==> src/slcm_defs.svh <==
// register map, field positions, reset values and timing counts
`ifndef SLCM_DEFS_SVH
`define SLCM_DEFS_SVH
`define SLCM_CHIP_MODE_ADDR 12'h200
`define SLCM_DECIM_ADDR 12'h201
`define SLCM_LANE_RATE_ADDR 12'h56e
`define SLCM_PLL_STAT_ADDR 12'h56f
`define SLCM_QUICK_ADDR 12'h570
`define SLCM_DEEMPH_FIRST_ADDR 12'h5c1
`define SLCM_DEEMPH_LAST_ADDR 12'h5c5
`define SLCM_MODE_MSB 1
`define SLCM_MODE_LSB 0
`define SLCM_QIGN_BIT 5
`define SLCM_LOW_RATE_BIT 4
`define SLCM_LOCK_BIT 7
`define SLCM_QUICK_L_MSB 7
`define SLCM_QUICK_L_LSB 6
`define SLCM_CHIP_MODE_RST 8'h00
`define SLCM_DECIM_RST 8'h00
`define SLCM_LANE_RATE_RST 8'h00
`define SLCM_QUICK_RST 8'h88
`define SLCM_DEEMPH_RST 8'h00
`define SLCM_NPRIME 16
`define SLCM_CLK_MHZ 200
`define SLCM_SETTLE_NS 100
`define SLCM_SETTLE_CYC ((`SLCM_SETTLE_NS*`SLCM_CLK_MHZ+999)/1000)
`endif

==> src/slcm_pkg.sv <==
// types shared by the converter mapping block
package slcm_pkg;
  typedef enum logic [1:0] {
    SLCM_DOWN = 2'b00,
    SLCM_SETTLE = 2'b01,
    SLCM_UP = 2'b11
  } slcm_link_e;
  typedef enum logic [1:0] {
    SLCM_FULL_BW = 2'b00,
    SLCM_ONE_DDC = 2'b01,
    SLCM_TWO_DDC = 2'b10,
    SLCM_FOUR_DDC = 2'b11
  } slcm_chip_mode_e;
  typedef logic [15:0] slcm_word_t;
  typedef logic [127:0] slcm_frame_t;

  // digital_downconverter blocks in use
  function automatic logic [2:0] slcm_ddc_count(slcm_chip_mode_e m);
    case (m)
      SLCM_ONE_DDC: slcm_ddc_count = 3'h1;
      SLCM_TWO_DDC: slcm_ddc_count = 3'h2;
      SLCM_FOUR_DDC: slcm_ddc_count = 3'h4;
      default: slcm_ddc_count = 3'h0;
    endcase
  endfunction : slcm_ddc_count

  // virtual converters on the link
  function automatic logic [3:0] slcm_vc_count(slcm_chip_mode_e m,
                                               logic qign);
    if (m == SLCM_FULL_BW) begin
      slcm_vc_count = 4'h2;
    end else if (qign) begin
      slcm_vc_count = {1'b0, slcm_ddc_count(m)};
    end else begin
      slcm_vc_count = {slcm_ddc_count(m), 1'b0};
    end
  endfunction : slcm_vc_count
endpackage : slcm_pkg

==> src/slcm_vc_map.sv <==
// sample streams onto the eight virtual converter slots
`timescale 1ns/1ps
module slcm_vc_map (
  // mode
  input wire slcm_pkg::slcm_chip_mode_e mode_in,
  input wire logic qign_in,
  // streams
  input wire slcm_pkg::slcm_word_t adc_a_in,
  input wire slcm_pkg::slcm_word_t adc_b_in,
  input wire logic [63:0] ddc_i_in,
  input wire logic [63:0] ddc_q_in,
  // slots
  output slcm_pkg::slcm_frame_t frame_out
);
  import slcm_pkg::*;

  always_comb begin
    frame_out = '0;
    if (mode_in == SLCM_FULL_BW) begin
      frame_out[15:0] = adc_a_in;
      frame_out[31:16] = adc_b_in;
    end else begin
      for (int k = 0; k < 4; k++) begin
        if (k < int'(slcm_ddc_count(mode_in))) begin
          if (qign_in) begin
            frame_out[16*k +: 16] = ddc_i_in[16*k +: 16];
          end else begin
            frame_out[32*k +: 16] = ddc_i_in[16*k +: 16];
            frame_out[32*k+16 +: 16] = ddc_q_in[16*k +: 16];
          end
        end
      end
    end
  end
endmodule : slcm_vc_map

==> src/slcm_pair_buf.sv <==
// two-entry buffer with valid and ready on both sides
`timescale 1ns/1ps
module slcm_pair_buf (
  // clock and reset
  input wire logic core_clk_in,
  input wire logic rst_n_in,
  input wire logic flush_in,
  // fill side
  input wire logic in_valid_in,
  input wire slcm_pkg::slcm_frame_t in_data_in,
  output logic in_ready_out,
  // drain side
  output logic out_valid_out,
  output slcm_pkg::slcm_frame_t out_data_out,
  input wire logic out_ready_in
);
  import slcm_pkg::*;

  logic out_v_r, out_v_nxt, sk_v_r, sk_v_nxt, rdy_r, rdy_nxt;
  slcm_frame_t out_d_r, out_d_nxt, sk_d_r, sk_d_nxt;
  logic push;

  assign push = in_valid_in & rdy_r;

  always_comb begin
    out_v_nxt = out_v_r;
    out_d_nxt = out_d_r;
    sk_v_nxt = sk_v_r;
    sk_d_nxt = sk_d_r;
    if (!out_v_r || out_ready_in) begin
      if (sk_v_r) begin
        out_v_nxt = 1'b1;
        out_d_nxt = sk_d_r;
        sk_v_nxt = 1'b0;
      end else begin
        out_v_nxt = push;
        if (push) begin
          out_d_nxt = in_data_in;
        end
      end
    end else if (push) begin
      sk_v_nxt = 1'b1;
      sk_d_nxt = in_data_in;
    end
    if (flush_in) begin
      out_v_nxt = 1'b0;
      sk_v_nxt = 1'b0;
    end
    rdy_nxt = !sk_v_nxt;
  end

  always_ff @(posedge core_clk_in or negedge rst_n_in) begin
    if (!rst_n_in) begin
      out_v_r <= 1'b0;
      out_d_r <= '0;
      sk_v_r <= 1'b0;
      sk_d_r <= '0;
      rdy_r <= 1'b1;
    end else begin
      out_v_r <= out_v_nxt;
      out_d_r <= out_d_nxt;
      sk_v_r <= sk_v_nxt;
      sk_d_r <= sk_d_nxt;
      rdy_r <= rdy_nxt;
    end
  end

  assign in_ready_out = rdy_r;
  assign out_valid_out = out_v_r;
  assign out_data_out = out_d_r;
endmodule : slcm_pair_buf

==> src/slcm_top.sv <==
// converter mapping and link setup for the serial output link
// How it works
// - serializer pll lock shows read-only at bit 7 of 0x56f.
// - every real or i/q stream is its own virtual converter.
// - i goes to the first converter of a pair, q to the second.
// - up to four downconverters give at most eight converters.
// - slots follow the mode table, leftover slots carry zero.
// - 0x200 bits 1:0 pick the mode, bit 5 picks real output.
// - one link of one, two or four lanes set up through the quick register 0x570.
// - link carries lanes, converters and octets per frame.
// - lane rate is m times n' times 10/8 times fout over lanes.
// - de-emphasis sits in 0x5c1 to 0x5c5 and resets to off.
`timescale 1ns/1ps
`include "slcm_defs.svh"
module slcm_top (
  // clock and reset
  input wire logic core_clk_in,
  input wire logic rst_n_in,
  // register port
  input wire logic [11:0] reg_addr_in,
  input wire logic reg_wr_in,
  input wire logic reg_rd_in,
  input wire logic [7:0] reg_wdata_in,
  output logic [7:0] reg_rdata_out,
  output logic reg_rvalid_out,
  // link power and pll
  input wire logic link_pdn_in,
  input wire logic pll_lock_in,
  // sample streams
  input wire logic smp_valid_in,
  output logic smp_ready_out,
  input wire slcm_pkg::slcm_word_t adc_a_in,
  input wire slcm_pkg::slcm_word_t adc_b_in,
  input wire logic [63:0] ddc_i_in,
  input wire logic [63:0] ddc_q_in,
  // converter frames
  output logic frame_valid_out,
  input wire logic frame_ready_in,
  output slcm_pkg::slcm_frame_t frame_data_out,
  // link setup
  output logic link_up_out,
  output logic [2:0] lanes_out,
  output logic [3:0] convs_out,
  output logic [4:0] octets_out,
  output logic [8:0] lane_rate_mult_out,
  output logic [7:0] decimation_ratio_out,
  output logic low_line_rate_out,
  output logic [39:0] deemph_out
);
  import slcm_pkg::*;

  localparam logic [4:0] SETTLE_CYC = 5'(`SLCM_SETTLE_CYC);

  // lanes from the quick setup code
  function automatic logic [2:0] lanes_of(logic [7:0] q);
    case (q[`SLCM_QUICK_L_MSB:`SLCM_QUICK_L_LSB])
      2'h0: lanes_of = 3'h1;
      2'h1: lanes_of = 3'h2;
      default: lanes_of = 3'h4;
    endcase
  endfunction : lanes_of

  // octets per frame, one sample word per converter
  function automatic logic [4:0] octets_of(logic [3:0] m,
                                           logic [2:0] l);
    logic [6:0] oct;
    oct = 7'(({3'h0, m} * 7'(`SLCM_NPRIME / 8)) / {4'h0, l});
    octets_of = (oct == 7'h0) ? 5'h1 : oct[4:0];
  endfunction : octets_of

  // lane rate in half units of fout
  function automatic logic [8:0] rate_of(logic [3:0] m, logic [2:0] l);
    logic [11:0] num;
    num = 12'({8'h0, m} * 12'(`SLCM_NPRIME * 10 * 2 / 8));
    rate_of = 9'(num / {9'h0, l});
  endfunction : rate_of

  // register file
  logic [7:0] mode_reg_r, mode_reg_nxt;
  logic [7:0] decim_reg_r, decim_reg_nxt;
  logic [7:0] rate_reg_r, rate_reg_nxt;
  logic [7:0] quick_reg_r, quick_reg_nxt;
  logic [39:0] deemph_r, deemph_nxt;
  logic [7:0] rdata_r, rdata_nxt;
  logic rvalid_r, rvalid_nxt;
  logic [2:0] de_idx;

  assign de_idx = 3'(reg_addr_in - `SLCM_DEEMPH_FIRST_ADDR);

  always_comb begin
    mode_reg_nxt = mode_reg_r;
    decim_reg_nxt = decim_reg_r;
    rate_reg_nxt = rate_reg_r;
    quick_reg_nxt = quick_reg_r;
    deemph_nxt = deemph_r;
    if (reg_wr_in) begin
      case (reg_addr_in)
        `SLCM_CHIP_MODE_ADDR: mode_reg_nxt = reg_wdata_in;
        `SLCM_DECIM_ADDR: decim_reg_nxt = reg_wdata_in;
        `SLCM_LANE_RATE_ADDR: rate_reg_nxt = reg_wdata_in;
        `SLCM_QUICK_ADDR: quick_reg_nxt = reg_wdata_in;
        default: begin
          if (reg_addr_in >= `SLCM_DEEMPH_FIRST_ADDR &&
              reg_addr_in <= `SLCM_DEEMPH_LAST_ADDR) begin
            deemph_nxt[8*de_idx +: 8] = reg_wdata_in;
          end
        end
      endcase
    end
  end

  // link state
  slcm_link_e state_r, state_nxt;
  logic [4:0] settle_r, settle_nxt;
  logic lock_r, lock_nxt;
  slcm_chip_mode_e act_mode_r, act_mode_nxt;
  logic act_qign_r, act_qign_nxt;
  logic [2:0] lanes_r, lanes_nxt;
  logic [3:0] convs_r, convs_nxt;
  logic [4:0] octets_r, octets_nxt;
  logic [8:0] mult_r, mult_nxt;
  logic [7:0] decim_r, decim_nxt;
  logic low_r, low_nxt;
  logic up_r, up_nxt;
  logic [3:0] m_new;

  assign m_new = slcm_vc_count(
    slcm_chip_mode_e'(mode_reg_r[`SLCM_MODE_MSB:`SLCM_MODE_LSB]),
    mode_reg_r[`SLCM_QIGN_BIT]);

  always_comb begin
    state_nxt = state_r;
    settle_nxt = settle_r;
    lock_nxt = pll_lock_in;
    act_mode_nxt = act_mode_r;
    act_qign_nxt = act_qign_r;
    lanes_nxt = lanes_r;
    convs_nxt = convs_r;
    octets_nxt = octets_r;
    mult_nxt = mult_r;
    decim_nxt = decim_r;
    low_nxt = low_r;
    case (state_r)
      SLCM_DOWN: begin
        settle_nxt = 5'h0;
        if (!link_pdn_in) begin
          state_nxt = SLCM_SETTLE;
          act_mode_nxt = slcm_chip_mode_e'(
            mode_reg_r[`SLCM_MODE_MSB:`SLCM_MODE_LSB]);
          act_qign_nxt = mode_reg_r[`SLCM_QIGN_BIT];
          lanes_nxt = lanes_of(quick_reg_r);
          convs_nxt = m_new;
          octets_nxt = octets_of(m_new, lanes_of(quick_reg_r));
          mult_nxt = rate_of(m_new, lanes_of(quick_reg_r));
          decim_nxt = decim_reg_r;
          low_nxt = rate_reg_r[`SLCM_LOW_RATE_BIT];
        end
      end
      SLCM_SETTLE: begin
        if (link_pdn_in) begin
          state_nxt = SLCM_DOWN;
        end else if (!lock_r) begin
          settle_nxt = 5'h0;
        end else if (settle_r == SETTLE_CYC - 5'h1) begin
          state_nxt = SLCM_UP;
        end else begin
          settle_nxt = settle_r + 5'h1;
        end
      end
      SLCM_UP: begin
        if (link_pdn_in) begin
          state_nxt = SLCM_DOWN;
        end else if (!lock_r) begin
          settle_nxt = 5'h0;
          state_nxt = SLCM_SETTLE;
        end
      end
      default: begin
        state_nxt = SLCM_DOWN;
      end
    endcase
    // running flag kept in its own flop
    up_nxt = (state_nxt == SLCM_UP);
  end

  // register reads
  always_comb begin
    rdata_nxt = 8'h00;
    rvalid_nxt = reg_rd_in;
    if (reg_rd_in) begin
      case (reg_addr_in)
        `SLCM_CHIP_MODE_ADDR: rdata_nxt = mode_reg_r;
        `SLCM_DECIM_ADDR: rdata_nxt = decim_reg_r;
        `SLCM_LANE_RATE_ADDR: rdata_nxt = rate_reg_r;
        `SLCM_PLL_STAT_ADDR: rdata_nxt[`SLCM_LOCK_BIT] = lock_r;
        `SLCM_QUICK_ADDR: rdata_nxt = quick_reg_r;
        default: begin
          if (reg_addr_in >= `SLCM_DEEMPH_FIRST_ADDR &&
              reg_addr_in <= `SLCM_DEEMPH_LAST_ADDR) begin
            rdata_nxt = deemph_r[8*de_idx +: 8];
          end
        end
      endcase
    end
  end

  always_ff @(posedge core_clk_in or negedge rst_n_in) begin
    if (!rst_n_in) begin
      mode_reg_r <= `SLCM_CHIP_MODE_RST;
      decim_reg_r <= `SLCM_DECIM_RST;
      rate_reg_r <= `SLCM_LANE_RATE_RST;
      quick_reg_r <= `SLCM_QUICK_RST;
      deemph_r <= {5{`SLCM_DEEMPH_RST}};
      rdata_r <= 8'h00;
      rvalid_r <= 1'b0;
    end else begin
      mode_reg_r <= mode_reg_nxt;
      decim_reg_r <= decim_reg_nxt;
      rate_reg_r <= rate_reg_nxt;
      quick_reg_r <= quick_reg_nxt;
      deemph_r <= deemph_nxt;
      rdata_r <= rdata_nxt;
      rvalid_r <= rvalid_nxt;
    end
  end

  always_ff @(posedge core_clk_in or negedge rst_n_in) begin
    if (!rst_n_in) begin
      state_r <= SLCM_DOWN;
      settle_r <= 5'h0;
      lock_r <= 1'b0;
      act_mode_r <= SLCM_FULL_BW;
      act_qign_r <= 1'b0;
      lanes_r <= 3'h1;
      convs_r <= 4'h2;
      octets_r <= 5'h1;
      mult_r <= 9'h0;
      decim_r <= 8'h00;
      low_r <= 1'b0;
      up_r <= 1'b0;
    end else begin
      state_r <= state_nxt;
      settle_r <= settle_nxt;
      lock_r <= lock_nxt;
      act_mode_r <= act_mode_nxt;
      act_qign_r <= act_qign_nxt;
      lanes_r <= lanes_nxt;
      convs_r <= convs_nxt;
      octets_r <= octets_nxt;
      mult_r <= mult_nxt;
      decim_r <= decim_nxt;
      low_r <= low_nxt;
      up_r <= up_nxt;
    end
  end

  // data path
  slcm_frame_t map_frame;
  logic buf_ready;
  logic link_up;

  assign link_up = up_r;

  slcm_vc_map u_map (
    .mode_in(act_mode_r),
    .qign_in(act_qign_r),
    .adc_a_in(adc_a_in),
    .adc_b_in(adc_b_in),
    .ddc_i_in(ddc_i_in),
    .ddc_q_in(ddc_q_in),
    .frame_out(map_frame)
  );

  slcm_pair_buf u_buf (
    .core_clk_in(core_clk_in),
    .rst_n_in(rst_n_in),
    .flush_in(!link_up),
    .in_valid_in(smp_valid_in & link_up),
    .in_data_in(map_frame),
    .in_ready_out(buf_ready),
    .out_valid_out(frame_valid_out),
    .out_data_out(frame_data_out),
    .out_ready_in(frame_ready_in)
  );

  assign smp_ready_out = buf_ready;
  assign reg_rdata_out = rdata_r;
  assign reg_rvalid_out = rvalid_r;
  assign link_up_out = up_r;
  assign lanes_out = lanes_r;
  assign convs_out = convs_r;
  assign octets_out = octets_r;
  assign lane_rate_mult_out = mult_r;
  assign decimation_ratio_out = decim_r;
  assign low_line_rate_out = low_r;
  assign deemph_out = deemph_r;
endmodule : slcm_top

==> config.mk <==
export PLATFORM = sky130hd
export DESIGN_NAME = slcm_top
export DESIGN_NICKNAME = d
export VERILOG_FILES = /design/src/slcm_pkg.sv /design/src/slcm_vc_map.sv /design/src/slcm_pair_buf.sv /design/src/slcm_top.sv
export VERILOG_INCLUDE_DIRS = /design/src /design/src/src
export SDC_FILE = /design/constraint.sdc
export NUM_CORES = 1
export LEC_CHECK = 0
export ABC_AREA = 1
export ABC_CLOCK_PERIOD_IN_PS = 20800
export BUFFER_PORTS_ARGS = -buffer_cell sky130_fd_sc_hd__buf_2
export CORE_MARGIN = 2
export CORE_UTILIZATION = 23
export CTS_BUF_LIST = sky130_fd_sc_hd__clkbuf_2 sky130_fd_sc_hd__clkbuf_4 sky130_fd_sc_hd__clkbuf_8
export CTS_CLUSTER_SIZE = 24
export DETAILED_ROUTE_END_ITERATION = 10
export PLACE_DENSITY_LB_ADDON = 0.25
export SLEW_MARGIN = 20
export SYNTH_ARGS = -nofsm -noshare
export SYNTH_HDL_FRONTEND = slang
export SYNTH_SLANG_ARGS = --single-unit
export TNS_END_PERCENT = 50
==> constraint.sdc <==
create_clock -name core_clk_in -period 20.8 [get_ports core_clk_in]
set_input_delay 1.04 -clock core_clk_in [delete_from_list [all_inputs] [get_ports core_clk_in]]
set_output_delay 1.04 -clock core_clk_in [all_outputs]
set_load 0.02 [all_outputs]
* Word-level counts from Yosys, hierarchy flattened
Index checks and enable logic that the tools add are counted.
** Word-level totals
- Register bits :: 382
- Input port bits :: 188
- Logic and storage cells :: 136
** Operators by class
- $add $sub $neg :: 3
- $mul :: 1
- Divide/modulo/power cells :: 2
- Magnitude comparators :: 6
- Equal/unequal tests :: 21
- Shift operators :: 3
- Multiplexer cells :: 50
- Bitwise logic cells :: 5
- Reduce and logical (&&, ||, !) cells :: 21
** Operators with widths (number)
- 128-bit 2-to-1 mux :: 2
- 32-bit 2-to-1 mux :: 7
- 16-bit 2-to-1 mux :: 6
- 96-bit 2-to-1 mux :: 1
- 48-bit 2-to-1 mux :: 1
- 40-bit bitwise mux :: 1
- 8-bit by 34-bit variable shift with 40-bit output, first input constant :: 1
- 40-bit by 7-bit variable part select with 8-bit output :: 1
- 8-bit by 34-bit variable part select with 40-bit output :: 1
- 12-bit by 11-bit == test with 1-bit output, second input constant :: 3
- 7-bit one-hot mux with 5 select lines :: 1
- 6-bit negator with 34-bit output :: 1
- 5-bit 2-to-1 mux :: 6
- 12-bit by 10-bit == test with 1-bit output, second input constant :: 2
- 3-bit one-hot mux with 3 select lines :: 2
- 8-bit 2-to-1 mux :: 2
- 5-bit one-hot mux with 3 select lines :: 1
- 2-bit AND reduction :: 7
- 10-bit by 3-bit divider with 12-bit output :: 1
- 2-bit == test, second input constant :: 6
- 12-bit by 11-bit greater-or-equal comparator with 1-bit output, second input constant :: 1
- 12-bit by 11-bit <= comparator with 1-bit output, second input constant :: 1
- 2-bit 2-to-1 mux :: 6
- 3-bit 2-to-1 mux :: 3
- other kinds (28) :: 48

* Logic depth before layout (Yosys ltp)
Gate-level depths: netlist of the first run.
- Word-level depth :: 12
- Depth in mapped cells :: 100
- Mapped depth without buffers :: 98

* Cells and area by module
From an unflattened synthesis of the first run, not the netlist that was laid out.
** Second synthesis, totals
- Cells, all modules :: 3168
- Area total of the unflattened synthesis :: 22056.2 sq um
** Modules (own cells, without submodules)
- slcm_pair_buf :: times used 1, cells an instance 1524, area an instance 11518.5 sq um, seq. area each 6482.5 sq um
- slcm_top :: times used 1, cells an instance 1250, area an instance 8839.7 sq um, seq. area each 3084.2 sq um
- slcm_vc_map :: times used 1, cells an instance 394, area an instance 1697.9 sq um, seq. area each 0.0 sq um

* Least setup slack after synthesis of the first run
OpenSTA, ideal clock, no wires.
- Path type :: flip-flop to flip-flop
- From :: reg quick_reg_r[6]
- To :: reg mult_r[0] (netlist: lane_rate_mult_out[0])
- Setup time :: 0.117 ns
- Arrival :: 13.018 ns
- Data required time :: 20.683 ns
- Path slack :: 7.665 ns
- Cell stages (with the launch flop) :: 96
- Path buffers :: 2
- Clock period less this slack :: 13.135 ns
- Cell sequence :: dfrtp_1 > nor2_1 > inv_1 > ha_1 > nand2_1 > nand3_1 > nand3_1 > inv_1 > ha_1 > nand2_1 > nand3b_2 > nand2_2 > nand2_2 > o21ai_1 > inv_1 > ha_1 > a21oi_1 > nand2_1 > [60 not listed] > nand2_1 > o21ai_0 > ha_1 > inv_1 > o21ai_0 > nor2_1 > nand2_2 > nor2_4 > nand2_4 > nand3_1 > o21ai_0 > ha_1 > a21oi_1 > nand2_1 > nor2_1 > nand3_1 > nand2_1 > nand2_1
** On the way
- Longest elaborated chain between the ends :: 5
** Ends and longest elaborated chain
- from (decl) :: RTL line slcm_top.sv:82 : logic [7:0] quick_reg_r, quick_reg_nxt;
- from (signal assigned) :: RTL line slcm_top.sv:212 : quick_reg_r <= `SLCM_QUICK_RST;
- from (signal assigned) :: RTL line slcm_top.sv:220 : quick_reg_r <= quick_reg_nxt;
- 2-bit by 1-bit == test with 1-bit output / 2-bit logical NOT (equally long branches) :: RTL line slcm_top.sv:56 : case (q[`SLCM_QUICK_L_MSB:`SLCM_QUICK_L_LSB])
- 3-bit one-hot mux with 2 select lines * :: RTL line slcm_top.sv:56
- 3-bit 2-to-1 mux * :: RTL line slcm_top.sv:146 : if (!link_pdn_in) begin
- 3-bit 2-to-1 mux * :: RTL line slcm_top.sv:143 : case (state_r)
- 10-bit by 3-bit divider with 12-bit output * :: RTL line slcm_top.sv:75 : rate_of = 9'(num / {9'h0, l});
- to (signal assigned) :: RTL line slcm_top.sv:250 : mult_r <= mult_nxt;
- to (decl) :: RTL line slcm_top.sv:121 : logic [8:0] mult_r, mult_nxt;
Every way passes the cells marked *; elsewhere a longest branch is shown, timed or not. The select of a mux whose other input is x is not followed.
A chain may end at the register's enable or synchronous reset.

* Final worst setup path of the first run
Same ends and word-level chain as after synthesis.

==> results_dict.tcl, run 1 <==
set metrics [dict create \
    fin_skew_ns 0.0449 \
    yosysWarnings 0 \
    gp_congestion 0.849 \
    postCtsSetupRepairBufs 0 \
    dieWidth_um 303 \
    nFillCells 9733 \
    fmax_mhz 66.4 \
    pwr-share-clk 0.390 \
    antenna_found_initial 6 \
    htreeDepth 3 \
    place_area_sq_mm 0.0238 \
    viasPerCell 4.60 \
    die_area_sq_mm 0.0921 \
    setup_violations 0 \
    cts_sinks 382 \
    critPathMaxStageDelay_ns 0.44 \
    final_min_period_over_clock_period 0.724 \
    final_cell_mix "nand2_1 (786), buf_2 (396), dfrtp_1 (374)" \
    dr.first_iter.drc_count 1136 \
    synth_top_area_cell "dfrtp_1" \
    critPathLaunchType "flip-flop" \
    nNetsFinal 3290 \
    dr_total_vias 19632 \
    netlist_area_sq_mm 0.0206 \
    final-hold-violation-count 0 \
    routedWlPerCell_um 18.4 \
    grt_pass1_vias 19199 \
    synth_edf_count 0 \
    final_area_sq_mm 0.0254 \
    post_layout_nonfiller_instances 4271 \
    grt-ovfl-total 0 \
    hold_buffers 0 \
    fin_setup_tns_ns 0 \
    placementRows 109 \
    synth_seq_cells 382 \
    whs_ns 0.408 \
    violations "design-rule violations" \
    cts_root_buffer "clkbuf_8" \
    cp_max_fo 16 \
    yosysTopAreaCellShare 0.456 \
    grt_max_degree 95 \
    holdCritPathClass "in2async" \
    worstPathRequired_ns 21.37 \
    start_util 0.233 \
    synth_cells 2681 \
    switching_share 0.336 \
    layout_min_cycle_time_ns 15.07 \
    ir_drop_v 0.0000464 \
    pwr-share-seq 0.391 \
    async_reset_ff_frac 1.00 \
    hpwlAfterDp_mm 54.9 \
    post_cts_resized 0 \
    insertion_delay_ns 0.69 \
    synth_area_leaders "dfrtp_1 (46%), nand2_1 (14%), o21ai_0 (6.5%), a21oi_1 (4.1%), nor2_1 (4.0%)" \
    slew_viol_final 0 \
    die_h_um 303 \
    drc_errors 2 \
    power_frac_comb 0.219 \
    syn_area_per_cell_sq_um 7.69 \
    arrival_ns 15.64 \
    cts_buffer_depth 3 \
    slowest_stage "ha_1" \
    slew_headroom 0.337 \
    synth-seq-area-share 0.464 \
    status "complete, but fails checks" \
    multiInputGateArea_sq_mm 0.00978 \
    cell_internal_pwr_w 0.00137 \
    worstMarginPinSlew_ns 0.985 \
    cp-end-kind "flip-flop" \
    critPathKind "reg2reg" \
    coreArea_sq_mm 0.0886 \
    drt-total-wl_mm 78.6 \
    total_power_w 0.00206 \
    ys_types 63 \
    cts_made_buffers 78 \
    power_density_mw_per_mm2 81.2 \
    grt_usage 0.168 \
    p_sw_w 0.000692 \
    grt_pass1_wl_mm 118 \
    leakagePower_nw 12.6 \
    cap_violations 0 \
    drtAntennaViolNets 0 \
    grt_setup_unrepaired "false" \
    io_buffers 397 \
    dp_cells 4131 \
    synthFlopType "dfrtp_1" \
    drive_gt1_frac 0.208 \
    ff_latch_area_sq_mm 0.00957 \
    cts.clk_slew.worst_paths_ns 0.06 \
    cts_tree "done" \
    final_common_cell "nand2_1" \
    area_delta_synth_final_pct 23.0 \
    ioPinCount 398 \
    drt_pass1_iterations 9 \
]
Yosys cell counts (13+ instances only):
master    count
clkbuf_1    123
mux2i_1      16
nand4_1      23
nand2_2      13
nor3_1       31
ha_1         55
xor2_1       16
buf_1        14
o22ai_1      15
a21oi_1     170
o21a_1       32
nand3_1     151
o21ai_0     267
inv_1       187
o221ai_1     16
dfrtp_1     376
nand2_1     786
nor2_1      217
a31oi_1      35
worst paths after layout:
kind	from	end	slack, ns	depth (start not counted)
max	quick_reg_r[6]$_DFFE_PN0P_	lane_rate_mult_out[0]$_DFFE_PN0P_	5.73	93
min	rst_n_in	u_buf.out_data_out[98]$_DFFE_PN0P_	0.41	1
max reg2reg	quick_reg_r[6]$_DFFE_PN0P_	lane_rate_mult_out[0]$_DFFE_PN0P_	5.73	93
min reg2reg	u_buf.sk_d_r[74]$_DFFE_PN0P_	u_buf.sk_d_r[74]$_DFFE_PN0P_	0.47	2
max in group asynchronous	rst_n_in	u_buf.out_data_out[12]$_DFFE_PN0P_	18.38	3
min in group core_clk_in	u_buf.sk_d_r[74]$_DFFE_PN0P_	u_buf.sk_d_r[74]$_DFFE_PN0P_	0.47	2
sequential cells by signal (all words and copies together), names as in the netlist, 2 cells and up:
register	flops
quick_reg_r	8
octets_out	5
rate_reg_r	8
act_mode_r	2
lanes_out	3
decimation_ratio_out	8
u_buf.out_data_out	128
reg_rdata_out	8
decim_reg_r	8
mode_reg_r	8
convs_out	4
deemph_out	40
lane_rate_mult_out	9
settle_r	5
state_r	2
u_buf.sk_d_r	128
worst max-delay path: cells and delay by family (launching register included):
family | cells | cell delay [ns]
simple gates | 44 | 5.22
compound gates | 22 | 4.00
fa+ha+maj | 11 | 3.48
buf+inv | 16 | 1.80
flops | 1 | 0.42
layout make-up:
cell class,count,share of cell area
tap,1165,0.0575
sequential,382,0.378
clock buffer,118,0.0567
multi-input combinational,1954,0.386
antenna,4,0.000395
inverter,206,0.0309
clock inverter,18,0.00464
timing repair buffer,424,0.0868
metal layers:
metal,vias to the layer above,global-route usage,routed length [um]
met1,9310,0.213,34700
met2,584,0.279,36600
li1,9615,-,-
met4,6,0.0526,2090
met3,117,0.0426,5200
met5,-,0,40
metrics by stage:
step | util | worst slack (ns)
2_1_floorplan | - | 7.67
3_3_place_gp | 0.268 | 6.04
3_5_place_dp | 0.268 | 5.70
4_1_cts | 0.286 | 5.64
5_1_grt | 0.286 | 3.91
6_report | 0.286 | 5.73
power by group through the flow:
stage | sequential (W) | combinational (W) | clock (W)
finish | 0.000804 | 0.000451 | 0.000803
global route | 0.000808 | 0.000508 | 0.000872
CTS | 0.000805 | 0.000454 | 0.000836
detailed placement | 0.000818 | 0.000452 | 0
global placement | 0.000817 | 0.000453 | 0
floorplan | 0.000855 | 0.000261 | 0
cells by family (layout without fill, tap and decap cells):
family / after synthesis / after routing / share of synthesized area
fa+ha+maj: 56 / 56 / 0.0343
other cells: 1 / 7 / 0.000182
simple gates: 1271 / 1271 / 0.260
flops: 382 / 382 / 0.464
compound gates: 587 / 587 / 0.161
xor+xnor: 21 / 21 / 0.00892
mux: 16 / 16 / 0.00777
buf+inv: 347 / 766 / 0.0641
Power figures use the tool's default switching activity.
==> run 2: changes to the inputs <==
--- a/config.mk
+++ b/config.mk
@@ -6,8 +6,8 @@
 export SDC_FILE = /design/constraint.sdc
 export NUM_CORES = 1
 export LEC_CHECK = 0
-export ABC_AREA = 1
-export ABC_CLOCK_PERIOD_IN_PS = 20800
+export ABC_AREA = 0
+export ABC_CLOCK_PERIOD_IN_PS = 15000
 export BUFFER_PORTS_ARGS = -buffer_cell sky130_fd_sc_hd__buf_2
 export CORE_MARGIN = 2
 export CORE_UTILIZATION = 23
==> constraint.sdc (replaced) <==
create_clock -name core_clk_in -period 15 [get_ports core_clk_in]
set_input_delay 0.75 -clock core_clk_in [delete_from_list [all_inputs] [get_ports core_clk_in]]
set_output_delay 0.75 -clock core_clk_in [all_outputs]
set_load 0.02 [all_outputs]
==> run 2 against run 1 <==
Compared with the run above:
- the flow now finishes without violations
- register-to-register slack lost 5.1 ns
- clock skew increased by 0.0011 ns
- critical path depth fell by 17
- hold slack lost 0.33 ns
- cell count fell by 6.9%
- clock-buffer cell count increased by 11
- utilization grew 1.5 points
- setup slack worse by 5.1 ns
- fmax is 4.9% higher
- via count shrank 6.9%
- synthesized area shrank 2.5%
==> results_dict.tcl, run 2 <==
set metrics [dict create \
    status "finished, final reports clean" \
    muxShareOfSynthArea 0.0523 \
    drc_errors 0 \
    slowest_stage "or4b_4" \
    htreeDepth 3 \
    netlist_area_sq_mm 0.0201 \
    crit_buf_inv 4 \
    cp_top_family "simple AND/OR/NAND/NOR gates" \
    cts_buffer_depth 3 \
    synth_cells 2323 \
    drtAntennaViolNets 0 \
    drt_pass1_iterations 6 \
    leakagePower_nw 12.4 \
    cts_root_buffer "clkbuf_8" \
    async_reset_ff_frac 1.00 \
    grt_busiest_layer "met2" \
    worstPathRequired_ns 15.51 \
    drt-total-wl_mm 76.7 \
    layout_min_cycle_time_ns 14.37 \
    synthFlopType "dfrtp_1" \
    fmax_mhz 69.6 \
    nFillCells 9376 \
    synth_top_family_by_area "compound AO/OA/AOI/OAI gates" \
    die_area_sq_mm 0.0898 \
    critPathLaunchType "flip-flop" \
    io_buffers 397 \
    synth_compound_area_frac 0.196 \
    synth_edf_count 0 \
    power_density_mw_per_mm2 106 \
    netlist_top_cells_count "nand2_1 (509), dfrtp_1 (376), o21ai_0 (342)" \
    cp_max_fo 7 \
    critPathMaxStageDelay_ns 0.49 \
    gp_congestion 0.819 \
    setup_ws_ns 0.631 \
    final-hold-violation-count 0 \
    synth_area_leaders "dfrtp_1 (47%), nand2_1 (9.5%), o21ai_0 (8.5%), a21oi_1 (4.5%), ha_1 (3.4%)" \
    grt_usage 0.166 \
    grt_pass1_vias 17686 \
    hpwlAfterDp_mm 54.6 \
    whs_ns 0.0831 \
    worstMarginPinSlew_ns 1.07 \
    path_common_cell "ha_4" \
    yosysTopAreaCellShare 0.468 \
    coreArea_sq_mm 0.0868 \
    use_met3 0.0496 \
    ff_latch_area_sq_mm 0.00958 \
    cts.clk_slew.worst_paths_ns 0.06 \
    grt_use_met2 0.266 \
    routedWlPerCell_um 19.3 \
    total_power_w 0.00277 \
    final_cell_mix "nand2_1 (503), buf_2 (396), dfrtp_1 (370)" \
    synth_seq_cells 382 \
    slew_viol_final 0 \
    yosysWarnings 0 \
    syn_area_per_cell_sq_um 8.65 \
    start_util 0.232 \
    insertion_delay_ns 0.68 \
    preCtsSetupSlack_ns 0.0658 \
    yosys.area_share.simple 0.191 \
    synth-seq-area-share 0.476 \
    synth_top_area_cell "dfrtp_1" \
    synth_xor_area_frac 0.00697 \
    cp-end-kind "flip-flop" \
    cts_made_buffers 78 \
    arrival_ns 14.88 \
    viasPerCell 4.60 \
    critPathKind "reg2reg" \
    dr.first_iter.drc_count 1160 \
    cts_tree "done" \
    cap_violations 0 \
    synthAdderAreaFrac 0.0357 \
    synth_most_common_cell "nand2_1" \
    cts_sinks 382 \
    dr_total_vias 18281 \
    holdCritPathClass "in2async" \
    grt_max_degree 118 \
    placementRows 108 \
    hold_buffers 0 \
    setup_violations 0 \
    area_delta_synth_final_pct 29.9 \
    drive_gt1_frac 0.292 \
    grt-ovfl-total 0 \
    antenna_found_initial 19 \
    ys_types 89 \
    post_layout_nonfiller_instances 3975 \
    slew_headroom 0.284 \
    final_min_period_over_clock_period 0.958 \
    fin_skew_ns 0.0461 \
    grt_pass1_wl_mm 114 \
    nNetsFinal 3001 \
    final_common_cell "nand2_1" \
    dieWidth_um 300 \
    die_h_um 300 \
    dp_cells 3804 \
    use_met1 0.218 \
    multiInputGateArea_sq_mm 0.0102 \
    ioPinCount 398 \
    ir_drop_v 0.0000562 \
]
==> run 2: cell count changes in the layout (fill, tap and decap cells not counted), moves of 34 or more <==
cell | previous run | this run
o31ai_1 | 3 | 37
mux2_2 | 0 | 49
nor2_1 | 212 | 142
o21ai_0 | 267 | 331
inv_1 | 187 | 54
nand3_1 | 151 | 43
nand2_1 | 786 | 503
buf_4 | 27 | 109
==> run 2: logic make-up (layout without fill, tap and decap cells) <==
| kind of cell | Yosys count | after routing |
|---|---|---|
| flip-flops | 382 | 382 |
| XOR/XNOR | 16 | 16 |
| other | 1 | 6 |
| multiplexers | 87 | 87 |
| adder cells (fa/ha/maj) | 57 | 57 |
| AO/OA/AOI/OAI | 685 | 685 |
| AND/OR/NAND/NOR | 878 | 878 |
| buffers and inverters | 217 | 709 |
==> run 2: layer usage <==
layer / wire (um) / share of wire / vias up
met5: 67 / 0.00087 / -
met4: 1950 / 0.025 / 10
li1: - / - / 8992
met1: 33800 / 0.44 / 8589
met2: 35100 / 0.46 / 569
met3: 5830 / 0.076 / 121
==> run 2: path summary, 6_finish.rpt <==
kind | from | endpoint | slack (ns) | cells past startpoint
worst max register to register | mode_reg_r[5]$_DFFE_PN0P_ | lane_rate_mult_out[0]$_DFFE_PN0P_ | 0.63 | 76
worst max-delay path | mode_reg_r[5]$_DFFE_PN0P_ | lane_rate_mult_out[0]$_DFFE_PN0P_ | 0.63 | 76
worst min-delay path | rst_n_in | u_buf.out_data_out[121]$_DFFE_PN0P_ | 0.08 | 1
worst min register to register | u_buf.out_data_out[0]$_DFFE_PN0P_ | u_buf.out_data_out[0]$_DFFE_PN0P_ | 0.47 | 2
max in group asynchronous | rst_n_in | u_buf.out_data_out[82]$_DFFE_PN0P_ | 12.63 | 3
min in group core_clk_in | pll_lock_in | lock_r$_DFF_PN0_ | 0.18 | 1
==> run 2: metrics by stage <==
step / utilization / setup TNS [ns] / area, sq um
6_report: 0.301 / 0 / 26100
4_1_cts: 0.295 / 0 / 25600
3_3_place_gp: 0.274 / 0 / 23800
5_1_grt: 0.301 / -0.196 / 26100
3_5_place_dp: 0.274 / 0 / 23800
2_1_floorplan: - / 0 / 20300
==> run 2: power breakdown <==
part / internal (W) / switching, W
clock network: 0.000720 / 0.000524
registers: 0.00104 / 0.00000719
logic: 0.000192 / 0.000282
total: 0.00196 / 0.000814
==> run 2: area by class of cell <==
cell class,count,area share
Clock buffer,129,0.0620
Multi-Input combinational cell,1726,0.391
Timing Repair Buffer,510,0.110
Inverter,59,0.00872
Sequential cell,382,0.367
Clock inverter,11,0.00599
Tap cell,1155,0.0553
Antenna cell,3,0.000287
==> run 2: what timing repair did <==
item | 4_1_cts | 5_1_grt
gates resized for setup | 1 | 64
setup buffers | 0 | 28
gates cloned | 0 | 0
pin swaps | 0 | 46
endpoints found under the setup margin | 1 | 2
==> run 3: changes to the inputs <==
--- a/config.mk
+++ b/config.mk
@@ -7,9 +7,9 @@
 export NUM_CORES = 1
 export LEC_CHECK = 0
 export ABC_AREA = 0
-export ABC_CLOCK_PERIOD_IN_PS = 15000
+export ABC_CLOCK_PERIOD_IN_PS = 15740
 export BUFFER_PORTS_ARGS = -buffer_cell sky130_fd_sc_hd__buf_2
-export CORE_MARGIN = 2
+export CORE_MARGIN = 3
 export CORE_UTILIZATION = 23
 export CTS_BUF_LIST = sky130_fd_sc_hd__clkbuf_2 sky130_fd_sc_hd__clkbuf_4 sky130_fd_sc_hd__clkbuf_8
 export CTS_CLUSTER_SIZE = 24
==> constraint.sdc (replaced) <==
create_clock -name core_clk_in -period 15.74 [get_ports core_clk_in]
set_input_delay 0.787 -clock core_clk_in [delete_from_list [all_inputs] [get_ports core_clk_in]]
set_output_delay 0.787 -clock core_clk_in [all_outputs]
set_load 0.02 [all_outputs]
==> run 3 against run 2 <==
Compared with the run above:
- cell count decreased by 0.93%
- largest power group unchanged
- hold slack improved by 0.046 ns
- utilization decreased by 0.38 points
- fmax decreased by 3.3%
- global-route usage decreased by 0.52 points
- combinational power decreased by 13%
- via count decreased by 1.1%
- clock-buffer cell count decreased by 6
- critical path depth increased by 2
==> results_dict.tcl, run 3 (synthesis gave the netlist of run 2 again) <==
set metrics [dict create \
    fin_util 0.297 \
    r2r-start "mode_reg_r[0]$_DFFE_PN0P_" \
    cts_buffer_depth 3 \
    start_util 0.234 \
    final_min_period_over_clock_period 0.944 \
    critPathLaunchType "flip-flop" \
    final_area_sq_mm 0.0256 \
    worst-path-stages 78 \
    slew_headroom 0.294 \
    drc_errors 0 \
    dieWidth_um 302 \
    final_cell_mix "nand2_1 (508), buf_2 (396), dfrtp_1 (370)" \
    path_common_cell "ha_1" \
    cell_internal_pwr_w 0.00183 \
    dr_total_vias 18089 \
    r2r_end "lane_rate_mult_out[0]$_DFFE_PN0P_" \
    place_area_sq_mm 0.0235 \
    die_area_sq_mm 0.0910 \
    placementRows 107 \
    power_frac_comb 0.160 \
    grt_max_degree 244 \
    io_buffers 397 \
    hold_buffers 0 \
    area_delta_synth_final_pct 27.1 \
    crit_buf_inv 5 \
    whs_ns 0.130 \
    slowest_stage "or4b_4" \
    total_power_w 0.00259 \
    cp_top_family "simple AND/OR/NAND/NOR gates" \
    grt_pass1_vias 17651 \
    nNetsFinal 2966 \
    slew_viol_final 0 \
    worstPathRequired_ns 16.23 \
    final-hold-violation-count 0 \
    viasPerCell 4.59 \
    ioPinCount 398 \
    crit_start "mode_reg_r[0]$_DFFE_PN0P_" \
    critPathKind "reg2reg" \
    grt_pass1_wl_mm 112 \
    layout_min_cycle_time_ns 14.86 \
    fmax_mhz 67.3 \
    antenna_found_initial 21 \
    dr.first_iter.drc_count 1099 \
    leakagePower_nw 12.1 \
    grt_usage 0.161 \
    gp_congestion 0.830 \
    reg2reg_depth 78 \
    grt-ovfl-total 0 \
    drt-total-wl_mm 75.1 \
    insertion_delay_ns 0.67 \
    cts_root_buffer "clkbuf_8" \
    fin_skew_ns 0.0488 \
    coreArea_sq_mm 0.0859 \
    cts.clk_slew.worst_paths_ns 0.06 \
    cp-end-kind "flip-flop" \
    drtAntennaViolNets 0 \
    drive_gt1_frac 0.274 \
    cts_tree "done" \
    routedWlPerCell_um 19.1 \
    worstMarginPinSlew_ns 1.06 \
    setup_violations 0 \
    htreeDepth 3 \
    status "finished, final reports clean" \
    pwr-share-clk 0.453 \
    p_sw_w 0.000762 \
    cp-endpoint "lane_rate_mult_out[0]$_DFFE_PN0P_" \
    arrival_ns 15.35 \
    cap_violations 0 \
    holdCritPathClass "in2async" \
    final_common_cell "nand2_1" \
    power_density_mw_per_mm2 101 \
    critPathMaxStageDelay_ns 0.50 \
    cts_made_buffers 80 \
    drt_pass1_iterations 9 \
    pwr-share-seq 0.387 \
    r2r_setup_slack_ns 0.88 \
    switching_share 0.294 \
    die_h_um 302 \
    hpwlAfterDp_mm 52.6 \
    cts_sinks 382 \
    ir_drop_v 0.0000533 \
    cp_max_fo 5 \
]
## run 3: changes by cell type in the layout (fill, tap and decap cells not counted), sizes merged
cell	before	now
clkinvlp	3	2
inv	61	64
diode	3	8
buf	509	472
clkbuf	129	124
dlymetal6s2s	1	0
bufinv	2	3
clkinv	4	13
## run 3: final cells by class
cell class	instances	area, sq um
Sequential cell	382	9580
Inverter	59	224
Tap cell	1144	1430
Fill cell	9353	60400
Antenna cell	8	20.0
Clock inverter	23	229
Multi-Input combinational cell	1726	9950
Clock buffer	123	1520
Timing Repair Buffer	473	2600
## run 3: layer usage
metal  vias to the layer above  GRT usage  part of all wire
li1                       8946          -                 -
met1                      8526      0.210              0.44
met2                       490      0.260              0.46
met3                       115     0.0450             0.069
met4                        12     0.0433             0.025
met5                         -          0           0.00097
## run 3: worst min-delay path by stage
stage	start	to	slack, ns
after floorplan	u_buf.sk_d_r[100]$_DFFE_PN0P_	u_buf.sk_d_r[100]$_DFFE_PN0P_	0.45
after global placement	u_buf.out_data_out[115]$_DFFE_PN0P_	u_buf.out_data_out[115]$_DFFE_PN0P_	0.46
after detailed placement	decimation_ratio_out[4]$_DFFE_PN0P_	decimation_ratio_out[4]$_DFFE_PN0P_	0.46
after CTS	rst_n_in	u_buf.sk_d_r[122]$_DFFE_PN0P_	0.11
after global routing	rst_n_in	u_buf.sk_d_r[122]$_DFFE_PN0P_	0.14
final	rst_n_in	u_buf.sk_d_r[122]$_DFFE_PN0P_	0.13
## run 3: power by group through the flow
| stage | combinational, W | clock, W | sequential [W] |
|---|---|---|---|
| 2_1_floorplan | 0.000237 | 0 | 0.00103 |
| 5_1_grt | 0.000462 | 0.00127 | 0.00100 |
| 6_report | 0.000415 | 0.00117 | 0.00100 |
| 4_1_cts | 0.000403 | 0.00123 | 0.00100 |
| 3_3_place_gp | 0.000402 | 0 | 0.00102 |
| 3_5_place_dp | 0.000400 | 0 | 0.00102 |
## run 3: timing repair
action | 4_1_cts | 5_1_grt
buffers inserted | 0 | 14
cloned | 0 | 0
pin swaps | 1 | 18
gates resized for setup | 4 | 40
setup endpoints to repair | 1 | 2
## run 3: stage by stage
stage,instances,TNS (ns),setup WS [ns]
finish,3938,0,0.884
global route,3933,-0.0122,-0.0122
CTS,3916,0,0.0294
detailed placement,3770,-0.140,-0.140
global placement,3770,0,0.0999
floorplan,2325,0,0.0579
